===== src/common/timer_regs_pkg.sv =====
// Register map, field positions and reset values of the dual timer/PWM block
package timer_regs_pkg;
  localparam int ADDR_W = 8;
  localparam int PRESC_W = 5;
  localparam int PRESC_CNT_W = 17;
  localparam logic [PRESC_W-1:0] PRESC_MAX = 5'h10;
  // Register indices; byte address is four times the index
  localparam logic [7:0] IDX_POLARITY = 8'h01;
  localparam logic [7:0] IDX_T0_CMP_HI = 8'h07;
  localparam logic [7:0] IDX_T0_CMP_LO = 8'h08;
  localparam logic [7:0] IDX_T0_REL_HI = 8'h09;
  localparam logic [7:0] IDX_T0_REL_LO = 8'h0A;
  localparam logic [7:0] IDX_T1_CTRL_A = 8'h0C;
  localparam logic [7:0] IDX_T1_CTRL_B = 8'h0D;
  localparam logic [7:0] IDX_T0_CNT_HI = 8'h15;
  localparam logic [7:0] IDX_T0_CNT_LO = 8'h16;
  localparam logic [7:0] IDX_T0_FLAGS = 8'h17;
  localparam logic [7:0] IDX_T0_SNAP_HI = 8'h18;
  localparam logic [7:0] IDX_T0_SNAP_LO = 8'h19;
  localparam logic [7:0] IDX_T1_CNT_HI = 8'h1A;
  localparam logic [7:0] IDX_T1_CNT_LO = 8'h1B;
  localparam logic [7:0] IDX_T0_CTRL_A = 8'h20;
  localparam logic [7:0] IDX_T0_CTRL_B = 8'h21;
  localparam logic [7:0] IDX_T1_CMP_HI = 8'h22;
  localparam logic [7:0] IDX_T1_CMP_LO = 8'h23;
  localparam logic [7:0] IDX_T1_REL_HI = 8'h24;
  localparam logic [7:0] IDX_T1_REL_LO = 8'h25;
  // Field positions
  localparam int BIT_SETCLEAR_SENSE = 4;
  localparam int BIT_RUN_SENSE = 3;
  localparam int BIT_FUNCTION = 7;
  localparam int BIT_HALT_IRQ = 6;
  localparam int BIT_FALL_IRQ = 5;
  localparam int BIT_RISE_IRQ = 4;
  localparam int BIT_RUN_CTRL = 2;
  localparam int BIT_SETCLEAR = 0;
  localparam int BIT_WAVE_SHAPE = 5;
  // Writable bits of the polarity and control registers
  localparam logic [7:0] POL_MASK = 8'h1F;
  localparam logic [7:0] CTRL_A_MASK = 8'hF5;
  localparam logic [7:0] CTRL_B_MASK = 8'h3F;
  // Reset values
  localparam logic [7:0] RESET_BYTE = 8'h00;
  localparam logic [7:0] RESET_RELOAD_BYTE = 8'hFF;
endpackage


===== src/hdl/readback_freeze.sv =====
// Freezes a 16-bit counter readback pair until both bytes have been read
module readback_freeze (
  input wire logic pclk,
  input wire logic presetn,
  input wire logic [15:0] live,
  input wire logic read_hi,
  input wire logic read_lo,
  output logic [15:0] view,
  output logic frozen
);
  typedef struct packed {
    logic [15:0] hold;
    logic frozen;
    logic got_hi;
    logic got_lo;
  } freeze_t;
  freeze_t q;
  freeze_t d;

  always_comb begin
    d = q;
    if (!q.frozen && (read_hi || read_lo)) begin
      d.hold = live;
      d.frozen = 1'b1;
      d.got_hi = read_hi;
      d.got_lo = read_lo;
    end else if (q.frozen) begin
      d.got_hi = q.got_hi | read_hi;
      d.got_lo = q.got_lo | read_lo;
      if (d.got_hi && d.got_lo) begin
        d.frozen = 1'b0;
      end
    end
  end

  always_ff @(posedge pclk or negedge presetn) begin
    if (!presetn) begin
      q <= '0;
    end else begin
      q <= d;
    end
  end

  // First read sees the live count, which is the value just frozen
  assign view = q.frozen ? q.hold : live;
  assign frozen = q.frozen;
endmodule


===== src/hdl/pwm_channel.sv =====
// One 16-bit timer/PWM channel: prescaler, counter, waveform and stop snapshot
module pwm_channel (
  input wire logic pclk,
  input wire logic presetn,
  input wire logic set_req,
  input wire logic run_req,
  input wire logic pwm_mode,
  input wire logic square,
  input wire logic [timer_regs_pkg::PRESC_W-1:0] divide_exp,
  input wire logic [15:0] compare_in,
  input wire logic [15:0] reload_in,
  output logic [15:0] count,
  output logic wave,
  output logic wrap,
  output logic running,
  output logic set_state,
  output logic [15:0] snapshot,
  output logic stop_evt,
  output logic rise_evt,
  output logic fall_evt
);
  import timer_regs_pkg::*;
  typedef struct packed {
    logic [PRESC_CNT_W-1:0] div;
    logic [15:0] count;
    logic [15:0] cmp_active;
    logic wave;
    logic wrap;
    logic running;
    logic set_state;
    logic [15:0] snapshot;
    logic stop_evt;
    logic rise_evt;
    logic fall_evt;
  } chan_t;
  chan_t q;
  chan_t d;
  logic [PRESC_W-1:0] exp_eff;
  logic tick;
  logic last;

  always_comb begin
    exp_eff = (divide_exp > PRESC_MAX) ? PRESC_MAX : divide_exp;
    tick = q.div == ((17'h1 << exp_eff) - 17'h1);
    last = q.count >= (reload_in - 16'h1);
    d = q;
    d.stop_evt = 1'b0;
    d.set_state = set_req;
    // Start/stop has no say in PWM operation
    d.running = set_req & (pwm_mode | run_req);
    if (!set_req) begin
      d.div = '0;
      d.count = '0;
      d.wrap = 1'b0;
      d.cmp_active = compare_in;
    end else if (d.running) begin
      d.div = tick ? '0 : q.div + 17'h1;
      if (tick && last) begin
        d.count = '0;
        d.wrap = 1'b1;
        d.cmp_active = compare_in;
      end else if (tick) begin
        d.count = q.count + 16'h1;
      end
    end
    if (!set_req) begin
      d.wave = 1'b0;
    end else if (pwm_mode) begin
      d.wave = d.count < d.cmp_active;
    end else if (square) begin
      d.wave = d.count < (reload_in >> 1);
    end else begin
      d.wave = d.running && (d.count == 16'h0);
    end
    if (q.running && !d.running && set_req && !pwm_mode) begin
      d.snapshot = q.count;
      d.stop_evt = 1'b1;
    end
    d.rise_evt = d.wave & ~q.wave;
    d.fall_evt = ~d.wave & q.wave;
  end

  always_ff @(posedge pclk or negedge presetn) begin
    if (!presetn) begin
      q <= '0;
    end else begin
      q <= d;
    end
  end

  assign count = q.count;
  assign wave = q.wave;
  assign wrap = q.wrap;
  assign running = q.running;
  assign set_state = q.set_state;
  assign snapshot = q.snapshot;
  assign stop_evt = q.stop_evt;
  assign rise_evt = q.rise_evt;
  assign fall_evt = q.fall_evt;
endmodule


===== src/hdl/dual_pwm_timer_regs.sv =====
// APB register block of two 16-bit timer/PWM channels
//
// Decided for this implementation: the APB register port.
module dual_pwm_timer_regs (
  input wire logic pclk,
  input wire logic presetn,
  input wire logic psel,
  input wire logic penable,
  input wire logic pwrite,
  input wire logic [timer_regs_pkg::ADDR_W-1:0] paddr,
  input wire logic [31:0] pwdata,
  output logic [31:0] prdata,
  output logic pready,
  output logic pslverr,
  input wire logic t0_run_pin,
  input wire logic t0_setclear_pin,
  output logic t0_wave_output_pin,
  output logic t0_wave_oe_n,
  output logic t1_wave_output_pin,
  output logic t1_wave_oe_n,
  output logic t1_halt_irq,
  output logic t1_fall_irq,
  output logic t1_rise_irq
);
  import timer_regs_pkg::*;

  typedef struct packed {
    logic [7:0] polarity;
    logic [1:0][7:0] ctrl_a;
    logic [1:0][7:0] ctrl_b;
    logic [1:0][7:0] cmp_hi;
    logic [1:0][15:0] cmp;
    logic [1:0][7:0] rel_hi;
    logic [1:0][15:0] rel;
    logic [31:0] rdata;
    logic err;
    logic [1:0] run_sync;
    logic [1:0] setclear_sync;
  } regs_t;
  regs_t q;
  regs_t d;

  logic setup;
  logic wr_acc;
  logic [7:0] idx;
  logic [7:0] rbyte;
  logic hit;
  logic [1:0][15:0] count;
  logic [1:0][15:0] view;
  logic [1:0] frozen;
  logic [1:0] wave;
  logic [1:0] wrap;
  logic [1:0] running;
  logic [1:0] set_state;
  logic [1:0][15:0] snapshot;
  logic [1:0] stop_evt;
  logic [1:0] rise_evt;
  logic [1:0] fall_evt;
  logic [1:0] set_req;
  logic [1:0] run_req;
  logic pin_run_active;
  logic pin_clear_active;
  logic [1:0] rd_hi;
  logic [1:0] rd_lo;

  function automatic logic [7:0] byte_of(input logic [15:0] v, input logic hi);
    byte_of = hi ? v[15:8] : v[7:0];
  endfunction

  function automatic logic [7:0] flags_of(input logic w, input logic p,
                                          input logic s, input logic r);
    flags_of = {4'h0, w, p, s, r};
  endfunction

  assign setup = psel & ~penable;
  assign wr_acc = psel & penable & pwrite;
  assign idx = {2'b00, paddr[7:2]};
  // Read side effects are taken in the setup cycle, when the data is latched
  assign rd_hi[0] = setup & ~pwrite & (idx == IDX_T0_CNT_HI);
  assign rd_lo[0] = setup & ~pwrite & (idx == IDX_T0_CNT_LO);
  assign rd_hi[1] = setup & ~pwrite & (idx == IDX_T1_CNT_HI);
  assign rd_lo[1] = setup & ~pwrite & (idx == IDX_T1_CNT_LO);

  // Pins drive only after two synchroniser stages
  assign pin_run_active = q.run_sync[1] ^ q.polarity[BIT_RUN_SENSE];
  assign pin_clear_active = ~(q.setclear_sync[1] ^ q.polarity[BIT_SETCLEAR_SENSE]);
  assign run_req[0] = q.ctrl_a[0][BIT_RUN_CTRL] | pin_run_active;
  assign set_req[0] = q.ctrl_a[0][BIT_SETCLEAR] & ~pin_clear_active;
  assign run_req[1] = q.ctrl_a[1][BIT_RUN_CTRL];
  assign set_req[1] = q.ctrl_a[1][BIT_SETCLEAR];

  always_comb begin
    hit = 1'b1;
    rbyte = 8'h00;
    case (idx)
      IDX_POLARITY: rbyte = q.polarity;
      IDX_T0_CTRL_A: rbyte = q.ctrl_a[0];
      IDX_T0_CTRL_B: rbyte = q.ctrl_b[0];
      IDX_T1_CTRL_A: rbyte = q.ctrl_a[1];
      IDX_T1_CTRL_B: rbyte = q.ctrl_b[1];
      IDX_T0_CNT_HI: rbyte = byte_of(view[0], 1'b1);
      IDX_T0_CNT_LO: rbyte = byte_of(view[0], 1'b0);
      IDX_T1_CNT_HI: rbyte = byte_of(view[1], 1'b1);
      IDX_T1_CNT_LO: rbyte = byte_of(view[1], 1'b0);
      IDX_T0_FLAGS: rbyte = flags_of(wrap[0], wave[0], set_state[0], running[0]);
      IDX_T0_SNAP_HI: rbyte = byte_of(snapshot[0], 1'b1);
      IDX_T0_SNAP_LO: rbyte = byte_of(snapshot[0], 1'b0);
      // Write-only compare and reload bytes read as zero
      IDX_T0_CMP_HI, IDX_T0_CMP_LO, IDX_T0_REL_HI, IDX_T0_REL_LO: rbyte = 8'h00;
      IDX_T1_CMP_HI, IDX_T1_CMP_LO, IDX_T1_REL_HI, IDX_T1_REL_LO: rbyte = 8'h00;
      default: hit = 1'b0;
    endcase
  end

  always_comb begin
    d = q;
    d.run_sync = {q.run_sync[0], t0_run_pin};
    d.setclear_sync = {q.setclear_sync[0], t0_setclear_pin};
    if (setup) begin
      d.rdata = pwrite ? 32'h0000_0000 : {24'h00_0000, rbyte};
      d.err = ~hit;
    end
    if (wr_acc) begin
      case (idx)
        IDX_POLARITY: d.polarity = pwdata[7:0] & POL_MASK;
        IDX_T0_CTRL_A: d.ctrl_a[0] = pwdata[7:0] & CTRL_A_MASK;
        IDX_T1_CTRL_A: d.ctrl_a[1] = pwdata[7:0] & CTRL_A_MASK;
        IDX_T0_CTRL_B: d.ctrl_b[0] = pwdata[7:0] & CTRL_B_MASK;
        IDX_T1_CTRL_B: d.ctrl_b[1] = pwdata[7:0] & CTRL_B_MASK;
        IDX_T0_CMP_HI: d.cmp_hi[0] = pwdata[7:0];
        IDX_T1_CMP_HI: d.cmp_hi[1] = pwdata[7:0];
        IDX_T0_CMP_LO: d.cmp[0] = {q.cmp_hi[0], pwdata[7:0]};
        IDX_T1_CMP_LO: d.cmp[1] = {q.cmp_hi[1], pwdata[7:0]};
        IDX_T0_REL_HI: d.rel_hi[0] = pwdata[7:0];
        IDX_T1_REL_HI: d.rel_hi[1] = pwdata[7:0];
        IDX_T0_REL_LO: d.rel[0] = {q.rel_hi[0], pwdata[7:0]};
        IDX_T1_REL_LO: d.rel[1] = {q.rel_hi[1], pwdata[7:0]};
        default: d.err = q.err;
      endcase
    end
  end

  always_ff @(posedge pclk or negedge presetn) begin
    if (!presetn) begin
      q <= '0;
      q.rel_hi <= {RESET_RELOAD_BYTE, RESET_RELOAD_BYTE};
      q.rel <= {4{RESET_RELOAD_BYTE}};
    end else begin
      q <= d;
    end
  end

  for (genvar i = 0; i < 2; i++) begin : g_chan
    pwm_channel u_chan (
      .pclk(pclk),
      .presetn(presetn),
      .set_req(set_req[i]),
      .run_req(run_req[i]),
      .pwm_mode(q.ctrl_a[i][BIT_FUNCTION]),
      .square(q.ctrl_b[i][BIT_WAVE_SHAPE]),
      .divide_exp(q.ctrl_b[i][PRESC_W-1:0]),
      .compare_in(q.cmp[i]),
      .reload_in(q.rel[i]),
      .count(count[i]),
      .wave(wave[i]),
      .wrap(wrap[i]),
      .running(running[i]),
      .set_state(set_state[i]),
      .snapshot(snapshot[i]),
      .stop_evt(stop_evt[i]),
      .rise_evt(rise_evt[i]),
      .fall_evt(fall_evt[i])
    );
    readback_freeze u_freeze (
      .pclk(pclk),
      .presetn(presetn),
      .live(count[i]),
      .read_hi(rd_hi[i]),
      .read_lo(rd_lo[i]),
      .view(view[i]),
      .frozen(frozen[i])
    );
  end

  // Zero wait states: data and error were latched in the setup cycle
  assign pready = 1'b1;
  assign prdata = q.rdata;
  assign pslverr = q.err & psel & penable;
  // The pin floats while its timer is held in reset
  assign t0_wave_output_pin = wave[0];
  assign t0_wave_oe_n = ~set_state[0];
  assign t1_wave_output_pin = wave[1];
  assign t1_wave_oe_n = ~set_state[1];
  // Request pulses for the system interrupt controller
  assign t1_halt_irq = stop_evt[1] & q.ctrl_a[1][BIT_HALT_IRQ];
  assign t1_fall_irq = fall_evt[1] & q.ctrl_a[1][BIT_FALL_IRQ];
  assign t1_rise_irq = rise_evt[1] & q.ctrl_a[1][BIT_RISE_IRQ];
endmodule


===== config.mk =====
export PLATFORM = sky130hd
export DESIGN_NAME = dual_pwm_timer_regs
export DESIGN_NICKNAME = d
export VERILOG_FILES = /design/src/common/timer_regs_pkg.sv /design/src/hdl/readback_freeze.sv /design/src/hdl/pwm_channel.sv /design/src/hdl/dual_pwm_timer_regs.sv
export SDC_FILE = /design/constraint.sdc
export NUM_CORES = 1
export LEC_CHECK = 0
export CORE_ASPECT_RATIO = 1.2
export CORE_MARGIN = 2
export CORE_UTILIZATION = 70
export DETAILED_ROUTE_END_ITERATION = 6
export DONT_BUFFER_PORTS = 1
export PLACE_DENSITY = 0.94
export SYNTH_ARGS = -nofsm -noshare
export SYNTH_HDL_FRONTEND = slang
export SYNTH_SLANG_ARGS = --single-unit

===== constraint.sdc =====
create_clock -name pclk -period 9 [get_ports pclk]
set_input_delay 2.7 -clock pclk [delete_from_list [all_inputs] [get_ports pclk]]
set_output_delay 2.7 -clock pclk [all_outputs]
set_load 0.01 [all_outputs]

---- After elaboration in Yosys (flattened, before gate mapping) ----
Index checks and enable logic that the tools add are counted.
word-level totals
  register bits after elaboration ......... 300
  input bits .............................. 47
  word-level logic and storage cells ...... 200
  output and inout bits ................... 41
cells by class
  reduce and logical (&&, ||, !) cells .... 42
  bitwise logic cells ..................... 34
  add/subtract/negate cells ............... 8
  magnitude comparators ................... 8
  eq/ne operators ......................... 26
  shift-type cells ........................ 2
  muxes and demuxes ....................... 38
operators with widths
  operator                 number
  $mux W49                 4
  $mux W16                 8
  $pmux W8 S12             1
  $eq A6 B5 Y1 const B     7
  $eq A6 B6 Y1 const B     6
  $add A17 B1 Y17 const B  2
  $eq A17 B17 Y1           2
  $mux W17                 2
  $shl A1 B5 Y17 const A   2
  $sub A17 B1 Y17 const B  2
  $add A16 B1 Y16 const B  2
  $ge A16 B16 Y1           2
  $logic_not A16 Y1        2
  $lt A16 B15 Y1           2
  $lt A16 B16 Y1           2
  $sub A16 B1 Y16 const B  2
  $eq A6 B4 Y1 const B     5
  $reduce_and A2 Y1        14
  $reduce_or A20 Y1        1
  $and A1 B1 Y1            18
  $mux W1                  16
  $logic_and A1 B1 Y1      14
  $reduce_or A13 Y1        1
  $mux W3                  4
  other kinds (13)         37

---- Depth between registers and ports, before layout ----
  word-level depth ........................ 16
  gate-level depth with buffers ........... 27
  depth with buffers taken out ............ 27

---- Modules after synthesis ----
A second synthesis with hierarchy kept.
unflattened totals
  cells, all modules ...................... 1929
  area, all modules ....................... 19890.3 um^2
by module, submodules not included
  module                          times used  seq. area each (um^2)  cells each  area each (um^2)
  dual_pwm_timer_regs             1           3513.4                 475         6363.6
  pwm_channel (g_chan[1].u_chan)  1           1801.7                 685         5920.7
  pwm_channel (g_chan[0].u_chan)  1           1801.7                 647         5681.7
  readback_freeze                 2           475.5                  61          962.2

---- Worst setup path after synthesis ----
OpenSTA, ideal clock, no wires.
  kind .................................... flip-flop to flip-flop
  start point ............................. reg q[144] (netlist bit)
  end point ............................... reg g_chan[1].u_chan.q, in the netlist g_chan[1].u_chan.fall_evt
  period minus slack after synthesis ...... 5.957 ns
  library setup time ...................... 0.066 ns
  path buffers ............................ 3
  required time ........................... 8.934 ns
  cell stages (with the launch flop) ...... 22
  setup slack ............................. 3.043 ns
  arrival time ............................ 5.891 ns
  cell sequence ........................... dfrtp_1 -> clkbuf_1 -> nor4_1 -> nand2b_1 -> ha_1 -> clkbuf_1 -> or4_4 -> a311o_1 -> a2111oi_4 -> nand3_2 -> or3_1 -> buf_2 -> or4_1 -> a21boi_0 -> ha_1 -> nand4_1 -> or2_2 -> or3_1 -> a2111oi_0 -> nor4_1 -> a311oi_2 -> and2_1
RTL lines
  element                 RTL line                   text
  start: declaration      dual_pwm_timer_regs.sv:40  regs_t q;
  end signal: assignment  pwm_channel.sv:85          q <= '0;
  end signal: assignment  pwm_channel.sv:87          q <= d;
  end: declaration        pwm_channel.sv:36          chan_t q;

==> run summary <==
* **final period utilization** 0.829
* **pin count of the biggest net entering global routing** 301
* **x dimension of the die** 151 um
* **post-synthesis simple-gate area fraction** 0.158
* **critical-path maximum fanout** 27
* **share of the synthesized netlist area taken by xor and xnor gates** 0.0291
* **count of endpoints failing setup in the final report** 0
* **Final Max Tran Viols** 0
* **Final ANT Viol Nets** 0
* **Power Internal** 2.31 mW
* **dominant combinational cell family by area after synthesis** simple AND/OR/NAND/NOR gates
* **RSZ-0062 raised after global routing** false
* **switching power** 805 uW
* **Tightest Hold Check Type** reg2reg
* **top-level I/O count** 88
* **max cap viols** 0
* **share of synthesized cell area in full adder, half adder and majority cells** 0.0665
* **Synth Register Bits** 300
* **multiplexer share of the synthesized area** 0.143
* **Worst-Margin Slew** 1.41 ns
* **Overflow after GRT** 0
* **PD cells** 163 nW/um^2
* **Filler Cells Inserted** 1,627
* **CTS sink cnt** 300
* **largest clock skew in the final design** 0.00850 ns
* **average size of a mapped cell** 9.90 um^2
* **number of enable flip-flop cells after synthesis** 0
* **Setup crit start kind** register
* **wire length of the first global-routing pass** 78,100 um
* **most area-hungry cell type in the Yosys netlist** sky130_fd_sc_hd__dfrtp_1
* **relative slew slack** 0.0525
* **routed length per placed instance** 22.8 um
* **critical path class** reg2reg
* **core utilization of the finished layout** 0.750
* **sequential cell fraction of total power** 0.459
* **wire length after detailed routing** 48,400 um
* **run status** finished with violations
* **number of buffers created by CTS** 30
* **predominant post-synthesis flop cell** sky130_fd_sc_hd__dfrtp_1
* **area of the core** 25,500 um^2
* **Clock Power Share** 0.430
* **clock tree buffer depth** 3
* **via density per instance** 6.95
* **number of antenna violations at the first check in global routing** 1
* **hold-fix buffers at CTS** 0
* **area share of the leading cell type in the synthesized netlist** 0.349
* **VDD IR max** 0.183 mV
* **RePlAce Congestion** 0.978
* **failing checks** DRC
* **clock network latency to the later pin of the worst-skew pair** 0.58 ns
* **part of the total power dissipated in combinational logic** 0.111
* **final standard cell count with taps included and fillers excluded** 2,121
* **Worst EP arrival** 7.98 ns
* **final layout net count** 1,909
* **Post-CTS Setup Bufs** 0
* **summed instance area of the synthesized netlist** 18,100 um^2
* **Yosys cell types** 81
* **Port Buffers** 0
* **fraction of layout cells with a size suffix above 1** 0.184
* **Highest Clock Rate** 0.134 GHz
* **initial cell density of the core** 0.709
* **DR DRC count** 4
* **DIE HEIGHT** 180 um
* **Min Hold Slack** 0.351 ns
* **Compound-Gate Fraction of Synth Area** 0.132
* **Clk Tree Root Cell** sky130_fd_sc_hd__clkbuf_16
* **total placed cells including tap cells** 2,064
* **placed wire-length estimate after detailed placement** 32,200 um
* **number of iterations in the first detailed-routing pass** 7
* **Yosys warning count** 0
* **async set-or-reset flop fraction in the synthesized netlist** 1.00
* **Leakage** 9.11 nW
* **total track usage** 0.361
* **top cells by area, synth** sky130_fd_sc_hd__dfrtp_1 35%, sky130_fd_sc_hd__mux2_2 11%, sky130_fd_sc_hd__dfstp_2 7.0%
* **area overhead of the layout relative to synthesis** 5.72%
* **sequential cell area fraction in the yosys report** 0.419
* **post-layout min period** 7.47 ns
* **Crit. End Element** register
* **Critical Path RT** 9.51 ns
* **vias in the first global route** 14.6k
* **final count of hold timing violations** 0
* **internal reg-to-reg setup slack** 1.53 ns
* **number of gates resized after cts** 0
* **Clock transition at path regs** 0.06 ns
* **CTS tree** built
* **First DRT Iteration DRCs** 1,601
* **total power** 3.11 mW
* **Net Sw Frac** 0.259
* **cells after synthesis** 1,824
* **floorplan die area** 27,100 um^2
* **Site Rows** 64
* **number of levels in the clock H-tree** 1
* **Setup TNS Final** 0 ns
* **Via Count** 14.7k
[registers in the layout, indices dropped and copies added (netlist names)]
name / flops
g_chan.u_chan.set_state: 2
g_chan.u_chan.snapshot: 16
g_chan.u_chan.running: 2
g_chan.u_chan.q: 66
d: 2
q: 128
g_chan.u_chan.wave: 2
prdata: 8
g_chan.u_chan.stop_evt: 1
g_chan.u_chan.rise_evt: 1
g_chan.u_chan.fall_evt: 1
g_chan.u_chan.count: 32
g_chan.u_chan.wrap: 1
g_chan.u_freeze.frozen: 2
g_chan.u_freeze.q: 36
[per-layer routing]
metal | vias to the layer above | global-route usage | part of all wire
met5 | - | 0 | 0.00019
met4 | 2 | 0.180 | 0.058
met3 | 260 | 0.0764 | 0.10
met2 | 895 | 0.554 | 0.46
met1 | 7167 | 0.488 | 0.38
li1 | 6422 | - | -
[kinds of logic (layout without fill, tap and decap cells)]
group | count (synthesis) | count (layout)
compound gates | 367 | 367
xor+xnor | 60 | 60
fa+ha+maj | 96 | 96
buf+inv | 211 | 154
flops | 300 | 300
mux | 236 | 236
other cells | 2 | 26
simple gates | 552 | 552
[cells in the mapped netlist, types with 14 or more instances]
| library cell | number |
|---|---|
| sky130_fd_sc_hd__dfrtp_1 | 252 |
| sky130_fd_sc_hd__mux2_2 | 182 |
| sky130_fd_sc_hd__nand2_1 | 149 |
| sky130_fd_sc_hd__o21ai_0 | 136 |
| sky130_fd_sc_hd__ha_1 | 96 |
| sky130_fd_sc_hd__inv_1 | 89 |
| sky130_fd_sc_hd__nor2_1 | 86 |
| sky130_fd_sc_hd__clkbuf_1 | 70 |
| sky130_fd_sc_hd__nand3_1 | 57 |
| sky130_fd_sc_hd__mux2i_1 | 54 |
| sky130_fd_sc_hd__a21oi_1 | 52 |
| sky130_fd_sc_hd__dfstp_2 | 48 |
| sky130_fd_sc_hd__xnor2_1 | 46 |
| sky130_fd_sc_hd__nor3_1 | 41 |
| sky130_fd_sc_hd__a21o_1 | 35 |
| sky130_fd_sc_hd__buf_4 | 33 |
| sky130_fd_sc_hd__and3_1 | 31 |
| sky130_fd_sc_hd__nor4_1 | 30 |
| sky130_fd_sc_hd__nand4_1 | 25 |
| sky130_fd_sc_hd__and2_1 | 23 |
| sky130_fd_sc_hd__nand2b_1 | 21 |
| sky130_fd_sc_hd__a31oi_1 | 16 |
| sky130_fd_sc_hd__nor2b_1 | 16 |
| sky130_fd_sc_hd__or3_1 | 16 |
| sky130_fd_sc_hd__o31ai_1 | 15 |
| sky130_fd_sc_hd__xor2_1 | 14 |
[worst paths after layout]
path	endpoint	cells past startpoint	start
max reg2reg	g_chan[1].u_chan.fall_evt	18	q[143]
min	q[1]	0	d[1]
min in group asynchronous	g_chan[0].u_chan.q[59]	0	presetn
min reg2reg	q[1]	0	d[1]
max	g_chan[1].u_chan.fall_evt	18	q[143]
max in group asynchronous	g_chan[1].u_chan.count[0]	0	presetn
[per-stage QoR]
stage               worst slack, ns  instance area [um^2]
detailed placement             1.63                 18000
global route                  0.931                 19100
global placement               1.77                 18000
CTS                            1.58                 19100
floorplan                      3.04                 18100
finish                         1.53                 19100
[critical path: stages (launching register included)]
cell and delay [ns]:
sky130_fd_sc_hd__dfrtp_1 0.66, sky130_fd_sc_hd__nor4_1 0.54, sky130_fd_sc_hd__nand2b_1 0.16, sky130_fd_sc_hd__ha_1 0.45
sky130_fd_sc_hd__or3_1 0.44, sky130_fd_sc_hd__o311ai_0 0.35, sky130_fd_sc_hd__xnor2_1 0.18, sky130_fd_sc_hd__nand4_1 0.56
sky130_fd_sc_hd__or3_1 0.75, sky130_fd_sc_hd__or4_1 0.57, sky130_fd_sc_hd__a21boi_0 0.43, sky130_fd_sc_hd__ha_1 0.22
sky130_fd_sc_hd__nand4_1 0.13, sky130_fd_sc_hd__or2_2 0.32, sky130_fd_sc_hd__or3_1 0.42, sky130_fd_sc_hd__a2111oi_0 0.39
sky130_fd_sc_hd__nor4_1 0.14, sky130_fd_sc_hd__a311oi_2 0.48, sky130_fd_sc_hd__and2_1 0.19
[cell usage in the layout, fill, tap and decap left out, drive strengths merged, types with 12 or more instances in the layout]
cell type,synthesis,routed
clkbuf,70,39
xnor2,46,46
a21oi,52,52
or3,16,16
xor2,14,14
a31oi,16,16
and3,31,31
a21o,35,35
nor2,86,86
nand2b,21,21
or2,13,13
nor3,41,41
nand4,25,25
o31ai,16,16
dfrtp,252,252
inv,90,93
ha,96,96
mux2i,54,54
or4,12,12
conb,2,25
nand2,149,149
o21ai,140,140
a221oi,13,13
nor4,31,31
and2,23,23
nand3,58,58
dfstp,48,48
mux2,182,182
nor2b,16,16
[power groups by stage]
stage          clock network (mW)  logic (mW)  registers, mW
3_5_place_dp                    0       0.327           1.45
2_1_floorplan                   0       0.298           1.42
6_report                     1.34       0.345           1.43
4_1_cts                      1.35       0.336           1.43
3_3_place_gp                    0       0.307           1.45
5_1_grt                      1.40       0.377           1.43
[cell type report]
class	count	area, um^2	share of cell area
repair buffers	8	60.1	0.00314
diodes	1	2.50	0.000131
flip-flops and latches	300	7570	0.396
clock inverters	17	208	0.0109
well taps	330	413	0.0216
multi-input cells	1336	9660	0.506
clock buffers	39	845	0.0442
inverters	90	338	0.0177
Note: power is estimated with default switching activity, not from simulation.
